===== src/fesb_pkg.sv =====
// package for the flash erase, suspend and bypass command sequencer
package fesb_pkg;

  // ****************************************************************
  // command words and offsets
  // ****************************************************************
  localparam logic [15:0] CMD_UNLOCK1 = 16'h00AA; // first unlock datum
  localparam logic [15:0] CMD_UNLOCK2 = 16'h0055; // second unlock datum
  localparam logic [15:0] CMD_SETUP = 16'h0080; // erase setup
  localparam logic [15:0] CMD_CHIPERASE = 16'h0010; // whole-array erase
  localparam logic [15:0] CMD_SUSPEND = 16'h00B0; // erase or program suspend
  localparam logic [15:0] CMD_RESUME = 16'h0030; // erase or program resume
  localparam logic [15:0] CMD_BYP_PROG = 16'h00A0; // bypass program setup
  localparam logic [15:0] CMD_BYP_RST1 = 16'h0090; // bypass exit, first
  localparam logic [15:0] CMD_BYP_RST2 = 16'h0000; // bypass exit, second
  localparam logic [15:0] CMD_ABORT_RST = 16'h00F0; // buffer abort reset
  localparam logic [11:0] OFS_UNLOCK1 = 12'h555; // bank-relative word offset
  localparam logic [11:0] OFS_UNLOCK2 = 12'h2AA; // bank-relative word offset
  localparam logic [11:0] OFS_ZERO = 12'h000; // bank base

  // ****************************************************************
  // field positions and timing
  // ****************************************************************
  localparam int POLL_BIT = 7; // completion_poll_bit position
  localparam int TOGGLE_BIT = 6; // toggle_status_bit position
  localparam int CLK_NS = 40; // 25 MHz clock period
  localparam int WR_PULSE_NS = 80; // least write strobe low time
  localparam int WR_PULSE_CYC = (WR_PULSE_NS + CLK_NS - 1) / CLK_NS; // rounded up
  localparam int MAX_ACCEL_USES = 10; // accelerated ops in total, one count over all banks

  // ****************************************************************
  // types
  // ****************************************************************
  typedef enum logic [5:0] {
    OP_CHIP_ERASE = 6'h01, // six-write chip erase
    OP_SUSPEND = 6'h02, // single suspend write
    OP_RESUME = 6'h04, // single resume write
    OP_BYP_PROG = 6'h08, // two-write bypass program
    OP_BYP_EXIT = 6'h10, // two-write bypass exit
    OP_ABORT_RST = 6'h20 // three-write buffer abort reset, full unlock pair kept
  } fesb_op_t;

  typedef enum logic [3:0] {
    ST_IDLE = 4'h1, // waiting for a command
    ST_SETUP = 4'h2, // drive address and data
    ST_STROBE = 4'h4, // write strobe low
    ST_GAP = 4'h8 // strobe high, advance
  } fesb_state_t;

  typedef struct packed {
    fesb_op_t op; // requested operation
    logic [3:0] bank; // target bank
    logic [11:0] addr; // program address within bank
    logic [15:0] data; // program data
  } fesb_req_t;

  typedef struct packed {
    logic weN; // write strobe, active low
    logic ceN; // chip enable, active low
    logic [15:0] addr; // bank in high nibble, word offset low
    logic [15:0] dout; // data driven
    logic doe; // data output enable
    logic accel; // high voltage request on accel pin
  } fesb_bus_t;

  typedef struct packed {
    fesb_state_t st; // sequencer state
    logic [2:0] step; // write cycle index in the sequence
    logic [2:0] last; // index of final write
    logic [$clog2(WR_PULSE_CYC+1)-1:0] cnt; // strobe timer
    fesb_req_t req; // latched request
    fesb_bus_t bus; // registered pin values
    logic done; // one-cycle completion pulse
    logic [3:0] accelUses; // accelerated operations launched
  } fesb_reg_t;

endpackage : fesb_pkg


===== src/fesb_host.sv =====
// host-side command sequencer driving the flash write pins
`timescale 1ns/1ps
`default_nettype none

module fesb_host
  import fesb_pkg::*;
(
  // clock and reset
  input wire logic clock,
  input wire logic arst_n,
  // command port
  input wire logic reqValid,
  output logic reqReady,
  input wire fesb_req_t req,
  input wire logic accelEn,
  output logic opDone,
  output logic accelLimit,
  // flash write pins
  output logic flashWeN,
  output logic flashCeN,
  output logic [15:0] flashAddr,
  output logic [15:0] flashDqOut,
  output logic flashDqOe,
  output logic flashAccel
);

  // ****************************************************************
  // sequence table
  // ****************************************************************
  // chooses offset and datum of write number idx for an operation
  function automatic logic [27:0] seqWord(input fesb_op_t op, input logic [2:0] idx,
                                          input logic [11:0] pa, input logic [15:0] pd);
    logic [27:0] w;
    w = {OFS_ZERO, CMD_BYP_RST2};
    unique case (op)
      OP_CHIP_ERASE:
      begin
        unique case (idx)
          3'h0, 3'h3: w = {OFS_UNLOCK1, CMD_UNLOCK1};
          3'h1, 3'h4: w = {OFS_UNLOCK2, CMD_UNLOCK2};
          3'h2: w = {OFS_UNLOCK1, CMD_SETUP};
          default: w = {OFS_UNLOCK1, CMD_CHIPERASE};
        endcase
      end
      OP_SUSPEND: w = {OFS_ZERO, CMD_SUSPEND};
      OP_RESUME: w = {OFS_ZERO, CMD_RESUME};
      OP_BYP_PROG: w = (idx == 3'h0) ? {OFS_ZERO, CMD_BYP_PROG} : {pa, pd};
      OP_BYP_EXIT: w = (idx == 3'h0) ? {OFS_ZERO, CMD_BYP_RST1} : {OFS_ZERO, CMD_BYP_RST2};
      OP_ABORT_RST:
      begin
        // the unlock pair is never skipped, even in bypass mode
        unique case (idx)
          3'h0: w = {OFS_UNLOCK1, CMD_UNLOCK1};
          3'h1: w = {OFS_UNLOCK2, CMD_UNLOCK2};
          default: w = {OFS_UNLOCK1, CMD_ABORT_RST};
        endcase
      end
    endcase
    return w;
  endfunction

  // index of the final write for each operation
  function automatic logic [2:0] lastIdx(input fesb_op_t op);
    unique case (op)
      OP_CHIP_ERASE: return 3'h5;
      OP_SUSPEND, OP_RESUME: return 3'h0;
      OP_ABORT_RST: return 3'h2;
      default: return 3'h1;
    endcase
  endfunction

  // ****************************************************************
  // state
  // ****************************************************************
  fesb_reg_t s_r; // all state
  fesb_reg_t s_nxt; // next state
  logic [27:0] word; // current offset and datum

  assign word = seqWord(s_r.req.op, s_r.step, s_r.req.addr, s_r.req.data);

  // next-state logic; one write cycle is setup, strobe low, strobe high
  always_comb
  begin
    s_nxt = s_r;
    s_nxt.done = 1'b0;
    s_nxt.bus.accel = accelEn & ~accelLimit;
    unique case (s_r.st)
      ST_IDLE:
      begin
        // a lone idle cycle keeps writes apart on the pins
        if (reqValid)
        begin
          s_nxt.req = req;
          s_nxt.step = 3'h0;
          s_nxt.last = lastIdx(req.op);
          s_nxt.st = ST_SETUP;
          // each accelerated launch of erase or program counts against wear
          if (accelEn && !accelLimit && (req.op == OP_CHIP_ERASE || req.op == OP_BYP_PROG))
            s_nxt.accelUses = s_r.accelUses + 4'h1;
        end
      end
      ST_SETUP:
      begin
        // address and data settle before the strobe falls
        s_nxt.bus.ceN = 1'b0;
        s_nxt.bus.addr = {s_r.req.bank, word[27:16]};
        s_nxt.bus.dout = word[15:0];
        s_nxt.bus.doe = 1'b1;
        s_nxt.st = ST_STROBE;
        s_nxt.cnt = '0;
      end
      ST_STROBE:
      begin
        s_nxt.bus.weN = 1'b0;
        s_nxt.cnt = s_r.cnt + 1'b1;
        if (s_r.cnt == ($bits(s_r.cnt))'(WR_PULSE_CYC))
        begin
          s_nxt.bus.weN = 1'b1; // device latches data on this rising edge
          s_nxt.st = ST_GAP;
        end
      end
      ST_GAP:
      begin
        // release the bus between writes so no hold time is violated
        s_nxt.bus.ceN = 1'b1;
        s_nxt.bus.doe = 1'b0;
        if (s_r.step == s_r.last)
        begin
          s_nxt.st = ST_IDLE;
          s_nxt.done = 1'b1;
        end
        else
        begin
          s_nxt.step = s_r.step + 3'h1;
          s_nxt.st = ST_SETUP;
        end
      end
      default: s_nxt.st = ST_IDLE;
    endcase
  end

  // state register
  always_ff @(posedge clock or negedge arst_n)
  begin
    if (!arst_n)
    begin
      s_r <= '{st: ST_IDLE, step: 3'h0, last: 3'h0, cnt: '0,
               req: '{op: OP_SUSPEND, bank: 4'h0, addr: 12'h000, data: 16'h0000},
               bus: '{weN: 1'b1, ceN: 1'b1, addr: 16'h0000, dout: 16'h0000, doe: 1'b0, accel: 1'b0},
               done: 1'b0, accelUses: 4'h0};
    end
    else
    begin
      s_r <= s_nxt;
    end
  end

  // ****************************************************************
  // outputs
  // ****************************************************************
  assign reqReady = (s_r.st == ST_IDLE);
  assign opDone = s_r.done;
  assign accelLimit = (s_r.accelUses >= 4'(MAX_ACCEL_USES));
  assign flashWeN = s_r.bus.weN;
  assign flashCeN = s_r.bus.ceN;
  assign flashAddr = s_r.bus.addr;
  assign flashDqOut = s_r.bus.dout;
  assign flashDqOe = s_r.bus.doe;
  assign flashAccel = s_r.bus.accel;

  // ****************************************************************
  // checks
  // ****************************************************************
  chk_strobe_data: assert property (@(posedge clock) disable iff (!arst_n)
    !flashWeN |-> (flashDqOe && !flashCeN))
    else $error("strobe low without driven data");
  chk_erase_first: assert property (@(posedge clock) disable iff (!arst_n)
    ($fell(flashWeN) && s_r.req.op == OP_CHIP_ERASE && s_r.step == 3'h0)
      |-> (flashDqOut == CMD_UNLOCK1 && flashAddr[11:0] == OFS_UNLOCK1))
    else $error("chip erase does not open with unlock");
  chk_erase_last: assert property (@(posedge clock) disable iff (!arst_n)
    ($fell(flashWeN) && s_r.req.op == OP_CHIP_ERASE && s_r.step == 3'h5)
      |-> (flashDqOut == CMD_CHIPERASE))
    else $error("chip erase final datum wrong");
  chk_suspend_word: assert property (@(posedge clock) disable iff (!arst_n)
    ($fell(flashWeN) && s_r.req.op == OP_SUSPEND) |-> flashDqOut == CMD_SUSPEND)
    else $error("suspend datum wrong");
  chk_resume_word: assert property (@(posedge clock) disable iff (!arst_n)
    ($fell(flashWeN) && s_r.req.op == OP_RESUME) |-> flashDqOut == CMD_RESUME)
    else $error("resume datum wrong");
  chk_exit_pair: assert property (@(posedge clock) disable iff (!arst_n)
    ($fell(flashWeN) && s_r.req.op == OP_BYP_EXIT && s_r.step == 3'h1) |-> flashDqOut == CMD_BYP_RST2)
    else $error("bypass exit second datum wrong");
  chk_bypass_setup: assert property (@(posedge clock) disable iff (!arst_n)
    ($fell(flashWeN) && s_r.req.op == OP_BYP_PROG && s_r.step == 3'h0) |-> flashDqOut == CMD_BYP_PROG)
    else $error("bypass program setup wrong");
  chk_abort_last: assert property (@(posedge clock) disable iff (!arst_n)
    ($fell(flashWeN) && s_r.req.op == OP_ABORT_RST && s_r.step == 3'h2)
      |-> (flashDqOut == CMD_ABORT_RST && flashAddr[11:0] == OFS_UNLOCK1))
    else $error("abort reset final write wrong");
  chk_accel_cap: assert property (@(posedge clock) disable iff (!arst_n)
    accelLimit |=> !flashAccel)
    else $error("accel applied past wear cap");
  chk_done_count: assert property (@(posedge clock) disable iff (!arst_n)
    (reqValid && reqReady && req.op == OP_BYP_PROG) |-> ##11 opDone)
    else $error("bypass program not two writes");

endmodule // fesb_host

`default_nettype wire


===== config.mk =====
export PLATFORM = sky130hd
export DESIGN_NAME = fesb_host
export DESIGN_NICKNAME = d
export VERILOG_FILES = /design/src/fesb_pkg.sv /design/src/fesb_host.sv
export SDC_FILE = /design/constraint.sdc
export NUM_CORES = 1
export LEC_CHECK = 0
export ABC_CLOCK_PERIOD_IN_PS = 2200
export BUFFER_PORTS_ARGS = -buffer_cell sky130_fd_sc_hd__buf_2
export CORE_MARGIN = 5
export CORE_UTILIZATION = 38
export DETAILED_ROUTE_END_ITERATION = 10
export GPL_TIMING_DRIVEN = 0
export HOLD_SLACK_MARGIN = 0.03
export MAX_ROUTING_LAYER = met4
export SYNTH_ARGS = -nofsm -noshare
export SYNTH_HDL_FRONTEND = slang
export SYNTH_SLANG_ARGS = --single-unit

===== constraint.sdc =====
create_clock -name clock -period 2.2 [get_ports clock]
set_input_delay 0.66 -clock clock [delete_from_list [all_inputs] [get_ports clock]]
set_output_delay 0.66 -clock clock [all_outputs]
set_load 0.01 [all_outputs]

==> impl_results.md, run 1 <==
* Std-Cell Rows at 39
* Element type at the critical path start: flip-flop
* DRC Markers at 0
* Layer carrying the most global-route usage: met2
* I/O pin count at 81
* # setup viols final at 0
* Cell area after synthesis at 4390 um2
* Max clock buf depth at 2
* Cell types occupying the most area after synthesis: dfrtp_1, nand2_1, buf_4
* Routed Antenna Nets at 0
* Bufs and invs on worst path at 3
* Achievable Freq at 480 MHz
* Crit path max-delay cell type: dfrtp_1
* Largest family of logic cells by synthesized area: simple AND/OR/NAND/NOR gates
* Peak fanout along the critical path at 3
* Critical-path cell list: inv_1 > ha_1 > o31ai_2 > inv_1 > buf_2
* Antenna Diode Count at 0
* Flip-flop and latch count after synthesis at 91
* Xor and xnor fraction of the mapped netlist area at 1.79%
* Most frequently used flop master after synthesis: dfrtp_1
* Number of violations reported at the end of detailed-routing iteration 0 at 127
* Post-DP HPWL at 7420 um
* Global routing met1 resource utilization at 20.4%
* Post-synthesis compound-gate area fraction at 8.29%
* Filler instances at 1,124
* GR Layer Usage met3 at 2.69%
* Maximum resistive drop on vdd at 0.521 mV
* Final-report max-slew violation count at 0
* Quantity of hold-fixing buffers added after cts at 0
* Die Height at 118 um
* Highest-count cells in the layout ignoring fill and taps: nand2_1, buf_2, dfrtp_1
* Arrival @ worst endpoint at 1420 ps
* Async set or reset register ratio after synthesis at 100%
* Number of iterations in the first detailed-routing pass at 4
* Mean post-synth cell area at 8.89 um2
* Cell type contributing the most total cell area after synthesis: dfrtp_1
* Final Wtd Congestion at 0.882
* Largest net degree at the start of global routing at 60
* Effective utilization at floorplan at 38.6%
* Result of the run: finished, final reports clean
* Leak Pwr at 2.70 nW
* Via count at 3,511
* Initial antenna violation count at 0
* Slew at the pin closest to its max-slew limit at 541 ps
* Die area at 13,800 um2
* Final critical-path share of the clock period at 94.6%
* Largest incremental delay on the critical path at 370 ps
* Post-detailed-route via-to-cell ratio at 4.78
* Overall fraction of global-route tracks in use at 15.5%
* Die W at 118 um
* Post-Synth Adder-Cell Area at 2.28%
* Max transition margin at 63.9%
* TritonCTS clock tree: yes
* Number of input and output port buffers inserted at 80
* Number of warnings issued by yosys at 0
* Number of distinct library cells after synthesis at 48
* Hold Violations, Final at 0
* Relative area change from synthesis to final layout at 21.6%
* Nets in the synthesized netlist at 544
* RSZ-0062 raised after global routing: false
* Top delay family on crit path: flip-flops
* Area of the core at 11,400 um2
* Post-DP Area at 5000 um2
* Routed Wire Length at 10000 um
* Max Clock Skew at 5.87 ps
* Min Clock Period, post-route at 2080 ps
* Critical Path Sink Type: output port
* Top cell by count, worst path: inv_1
* Basic-gate share of the synthesized area counting and, or, nand and nor cells at 25.7%
* Clock sinks at 91
* Nets at 636
* Share of cells above drive strength 1 at 27.6%
* Post-CTS Repair Setup Buffers at 0
* Vias in the first global route at 3,527
* Met2 usage in global routing at 23.5%
* Summed negative setup slack over all endpoints at 0 ps
* Power per Cell Area at 1240 nW/um2
* Cell area after layout at 5340 um2
* Total power consumption of the routed design at 6.63 mW
* Global route overflow at 0
* Worst hold-check path type: in -> async
* Multiplexer area fraction after synthesis at 0.712%
* Critical path data required time at 1540 ps
* Clk Latency, worst-skew pair at 340 ps
* Deepest level of the CTS H-tree at 3
* Root buffer cell: clkbuf_16
* Post-Synthesis Cells at 494
* Maximum capacitance violations at 0
* Share of the synthesized area in the top cell type at 49.6%
* Number of synthesized flops with an enable pin at 0
* Kind of critical path: reg -> out
* Smallest hold slack at 262 ps
* Total clock buffers created by CTS at 9
* WL/cell at 13.6 um
* Sequential share of the synthesized area at 52.0%
* Clock input transition at the sequential cells of the worst setup and hold paths at 60 ps
* Utilization of the core after routing at 47.0%
* Global-route wire length before repair at 17,100 um
* Most common cell after layout, fill and taps aside: nand2_1
[worst register-to-register path, delay by kind of cell (launching register included)]
| kind | cells | cell delay (ps) |
|---|---|---|
| and+or+nand+nor | 2 | 630 |
| buffers and inverters | 2 | 600 |
| DFF | 1 | 470 |
| AOI/OAI and AO/OA | 1 | 190 |
[per-layer routing]
metal,routed length [um],part of all wire [%],up-vias
met1,4640,46,1646
li1,-,-,1766
met5,0,0,-
met3,465,4.7,14
met2,4660,47,85
met4,231,2.3,0
[power breakdown]
part	switching, mW	internal, mW	leakage (nW)	total (mW)
logic	1.33	1.04	1.44	2.37
clock network	0.640	0.946	0.152	1.59
registers	0.368	2.30	1.11	2.67
[synth_stat cells, types with 4 or more instances]
| master | count |
|---|---|
| buf_4 | 32 |
| o21ai_0 | 17 |
| dfstp_2 | 4 |
| ha_1 | 8 |
| a21oi_1 | 19 |
| clkbuf_1 | 9 |
| inv_1 | 12 |
| buf_2 | 14 |
| dfrtp_1 | 87 |
| xnor2_1 | 7 |
| nor2_1 | 28 |
| nand2_1 | 172 |
| nand3_1 | 23 |
| nor3_1 | 7 |
[kinds of logic (layout without fill, tap and decap cells)]
group                    Yosys count  in the layout
AO/OA/AOI/OAI                     58             58
XOR/XNOR                           9              9
flip-flops                        91             91
multiplexers                       3              3
AND/OR/NAND/NOR                  255            255
adder cells (fa/ha/maj)            8              8
buffers and inverters             70            167
[repair_timing]
item,CTS,global route
pin swaps,0,0
endpoints found under the setup margin,2,15
gates resized for setup,1,8
[stage by stage]
step | setup slack [ps] | std cells
floorplan | 449 | 494
global placement | -350 | 717
detailed placement | 5.05 | 718
CTS | 67.7 | 734
global route | 36.0 | 734
finish | 118 | 734
[final timing paths]
path,slack [ps],start,end,depth (start not counted)
max,120,s_r[0],accelLimit,5
min,260,arst_n,s_r[0],1
max reg2reg,240,s_r[90],flashDqOut[7],5
min reg2reg,470,flashDqOut[10],flashDqOut[10],2
max in group asynchronous,1260,arst_n,flashWeN,2
min in group clock,470,flashDqOut[10],flashDqOut[10],2
[sequential cells by signal, summed over array words and instances, names as in the netlist]
signal      cells
s_r            54
flashAddr      16
flashCeN        1
flashDqOe       1
opDone          1
flashDqOut     16
flashWeN        1
flashAccel      1
[area by class of cell]
type | instances | area, um2 | share of cell area [%]
sequential | 91 | 2280 | 42.7
multi-input combinational | 333 | 1730 | 32.3
timing repair buffer | 81 | 430 | 8.06
buffer | 58 | 365 | 6.84
clock buffer | 11 | 253 | 4.73
tap | 143 | 179 | 3.35
clock inverter | 5 | 60.1 | 1.12
inverter | 12 | 45.0 | 0.843
Power figures use the tool's default switching activity.
==> inputs of run 2 (changes only) <==
CORE_UTILIZATION = 56   (was 38)
PLACE_DENSITY = 0.8   (was unset)
==> impl_results.md, run 2 (synthesis gave the netlist of run 1 again) <==
* Post-DP HPWL at 7210 um
* Flip-flop count of the largest register after layout at 54
* Share of cells above drive strength 1 at 27.2%
* RSZ-0062 raised after global routing: false
* Slew at the pin closest to its max-slew limit at 575 ps
* Initial antenna violation count at 0
* Relative area change from synthesis to final layout at 17.6%
* Utilization of the core after routing at 67.2%
* Largest incremental delay on the critical path at 450 ps
* Number of violations reported at the end of detailed-routing iteration 0 at 146
* Filler instances at 635
* Number of iterations in the first detailed-routing pass at 5
* Global route overflow at 0
* Min Clock Period, post-route at 2090 ps
* Achievable Freq at 479 MHz
* Clock input transition at the sequential cells of the worst setup and hold paths at 90 ps
* Total power consumption of the routed design at 6.15 mW
* Crit path max-delay cell type: dfrtp_1
* Worst hold-check path type: in -> async
* Bufs and invs on worst path at 2
* Highest-count cells in the layout ignoring fill and taps: nand2_1, buf_2, dfrtp_1
* Peak fanout along the critical path at 5
* Power per Cell Area at 1190 nW/um2
* Arrival @ worst endpoint at 1430 ps
* Smallest hold slack at 238 ps
* Max transition margin at 61.7%
* Final critical-path share of the clock period at 94.9%
* TritonCTS clock tree: yes
* Quantity of hold-fixing buffers added after cts at 0
* Die W at 98.6 um
* Most common cell after layout, fill and taps aside: nand2_1
* Clock sinks at 91
* Root buffer cell: clkbuf_8
* Critical Path Sink Type: output port
* I/O pin count at 81
* Result of the run: finished, final reports clean
* Overall fraction of global-route tracks in use at 21.4%
* Die Height at 98.6 um
* Max Clock Skew at 14.8 ps
* Routed Antenna Nets at 0
* Final Wtd Congestion at 0.905
* WL/cell at 14.1 um
* Deepest level of the CTS H-tree at 3
* Maximum capacitance violations at 0
* Via count at 3,556
* Nets at 636
* Element type at the critical path start: flip-flop
* Vias in the first global route at 3,574
* Critical-path cell list: ha_1 > o31ai_2 > inv_1 > buf_2
* Maximum resistive drop on vdd at 0.659 mV
* Area of the core at 7690 um2
* Total clock buffers created by CTS at 9
* # setup viols final at 0
* Routed Wire Length at 9780 um
* Register with the most flip-flops: s_r
* Post-detailed-route via-to-cell ratio at 5.13
* Antenna Diode Count at 0
* Summed negative setup slack over all endpoints at 0 ps
* Kind of critical path: reg -> out
* Top delay family on crit path: flip-flops
* Post-Layout Cell Count at 693
* Final-report max-slew violation count at 0
* Critical path data required time at 1540 ps
* Hold Violations, Final at 0
* Largest net degree at the start of global routing at 59
* DRC Markers at 0
* Die area at 9720 um2
* Std-Cell Rows at 32
* Post-placement cell count at 677
* Number of input and output port buffers inserted at 80
* Max clock buf depth at 2
* Clk Latency, worst-skew pair at 360 ps
* Effective utilization at floorplan at 57.1%
* Leak Pwr at 2.63 nW
* Global-route wire length before repair at 16,300 um
* Post-CTS Repair Setup Buffers at 0
-- run 2: routing by layer --
metal,global-route usage [%],share of wire (%),up-vias
li1,-,-,1758
met1,28.0,45,1699
met2,34.2,49,92
met3,3.61,5.0,7
met4,6.83,0.99,0
met5,-,0,-
-- run 2: final timing paths --
path	from	endpoint	slack [ps]	cells past startpoint
max	s_r[1]	accelLimit	110	4
min in group clock	flashDqOut[12]	flashDqOut[12]	470	2
max reg2reg	s_r[86]	flashAddr[10]	160	6
min reg2reg	flashDqOut[12]	flashDqOut[12]	470	2
min	arst_n	s_r[48]	240	1
max in group asynchronous	arst_n	flashWeN	1290	2
-- run 2: what timing repair did --
item | CTS | global route
resized for setup | 0 | 5
hold endpoints to repair | 0 | 0
setup endpoints to repair | 0 | 23
-- run 2: report_power, final --
group / internal, mW / leakage [nW] / switching, mW
Sequential: 2.30 / 1.11 / 0.406
Clock: 0.463 / 0.0927 / 0.630
Combinational: 1.03 / 1.43 / 1.32
Total: 3.79 / 2.63 / 2.36
-- run 2: layout make-up --
| cell class | count | area (um2) | area share, % |
|---|---|---|---|
| Tap cell | 102 | 128 | 2.47 |
| Clock inverter | 6 | 57.6 | 1.11 |
| Multi-Input combinational cell | 333 | 1720 | 33.3 |
| Clock buffer | 10 | 138 | 2.66 |
| Inverter | 12 | 45.0 | 0.872 |
| Timing Repair Buffer | 81 | 430 | 8.33 |
| Sequential cell | 91 | 2280 | 44.2 |
| Buffer | 58 | 363 | 7.02 |
-- run 2: through the flow --
step / area, um2 / worst slack, ps
2_1_floorplan: 4390 / 449
3_3_place_gp: 4920 / -291
3_5_place_dp: 4950 / 50.3
4_1_cts: 5150 / 39.7
5_1_grt: 5170 / 14.4
6_report: 5170 / 113
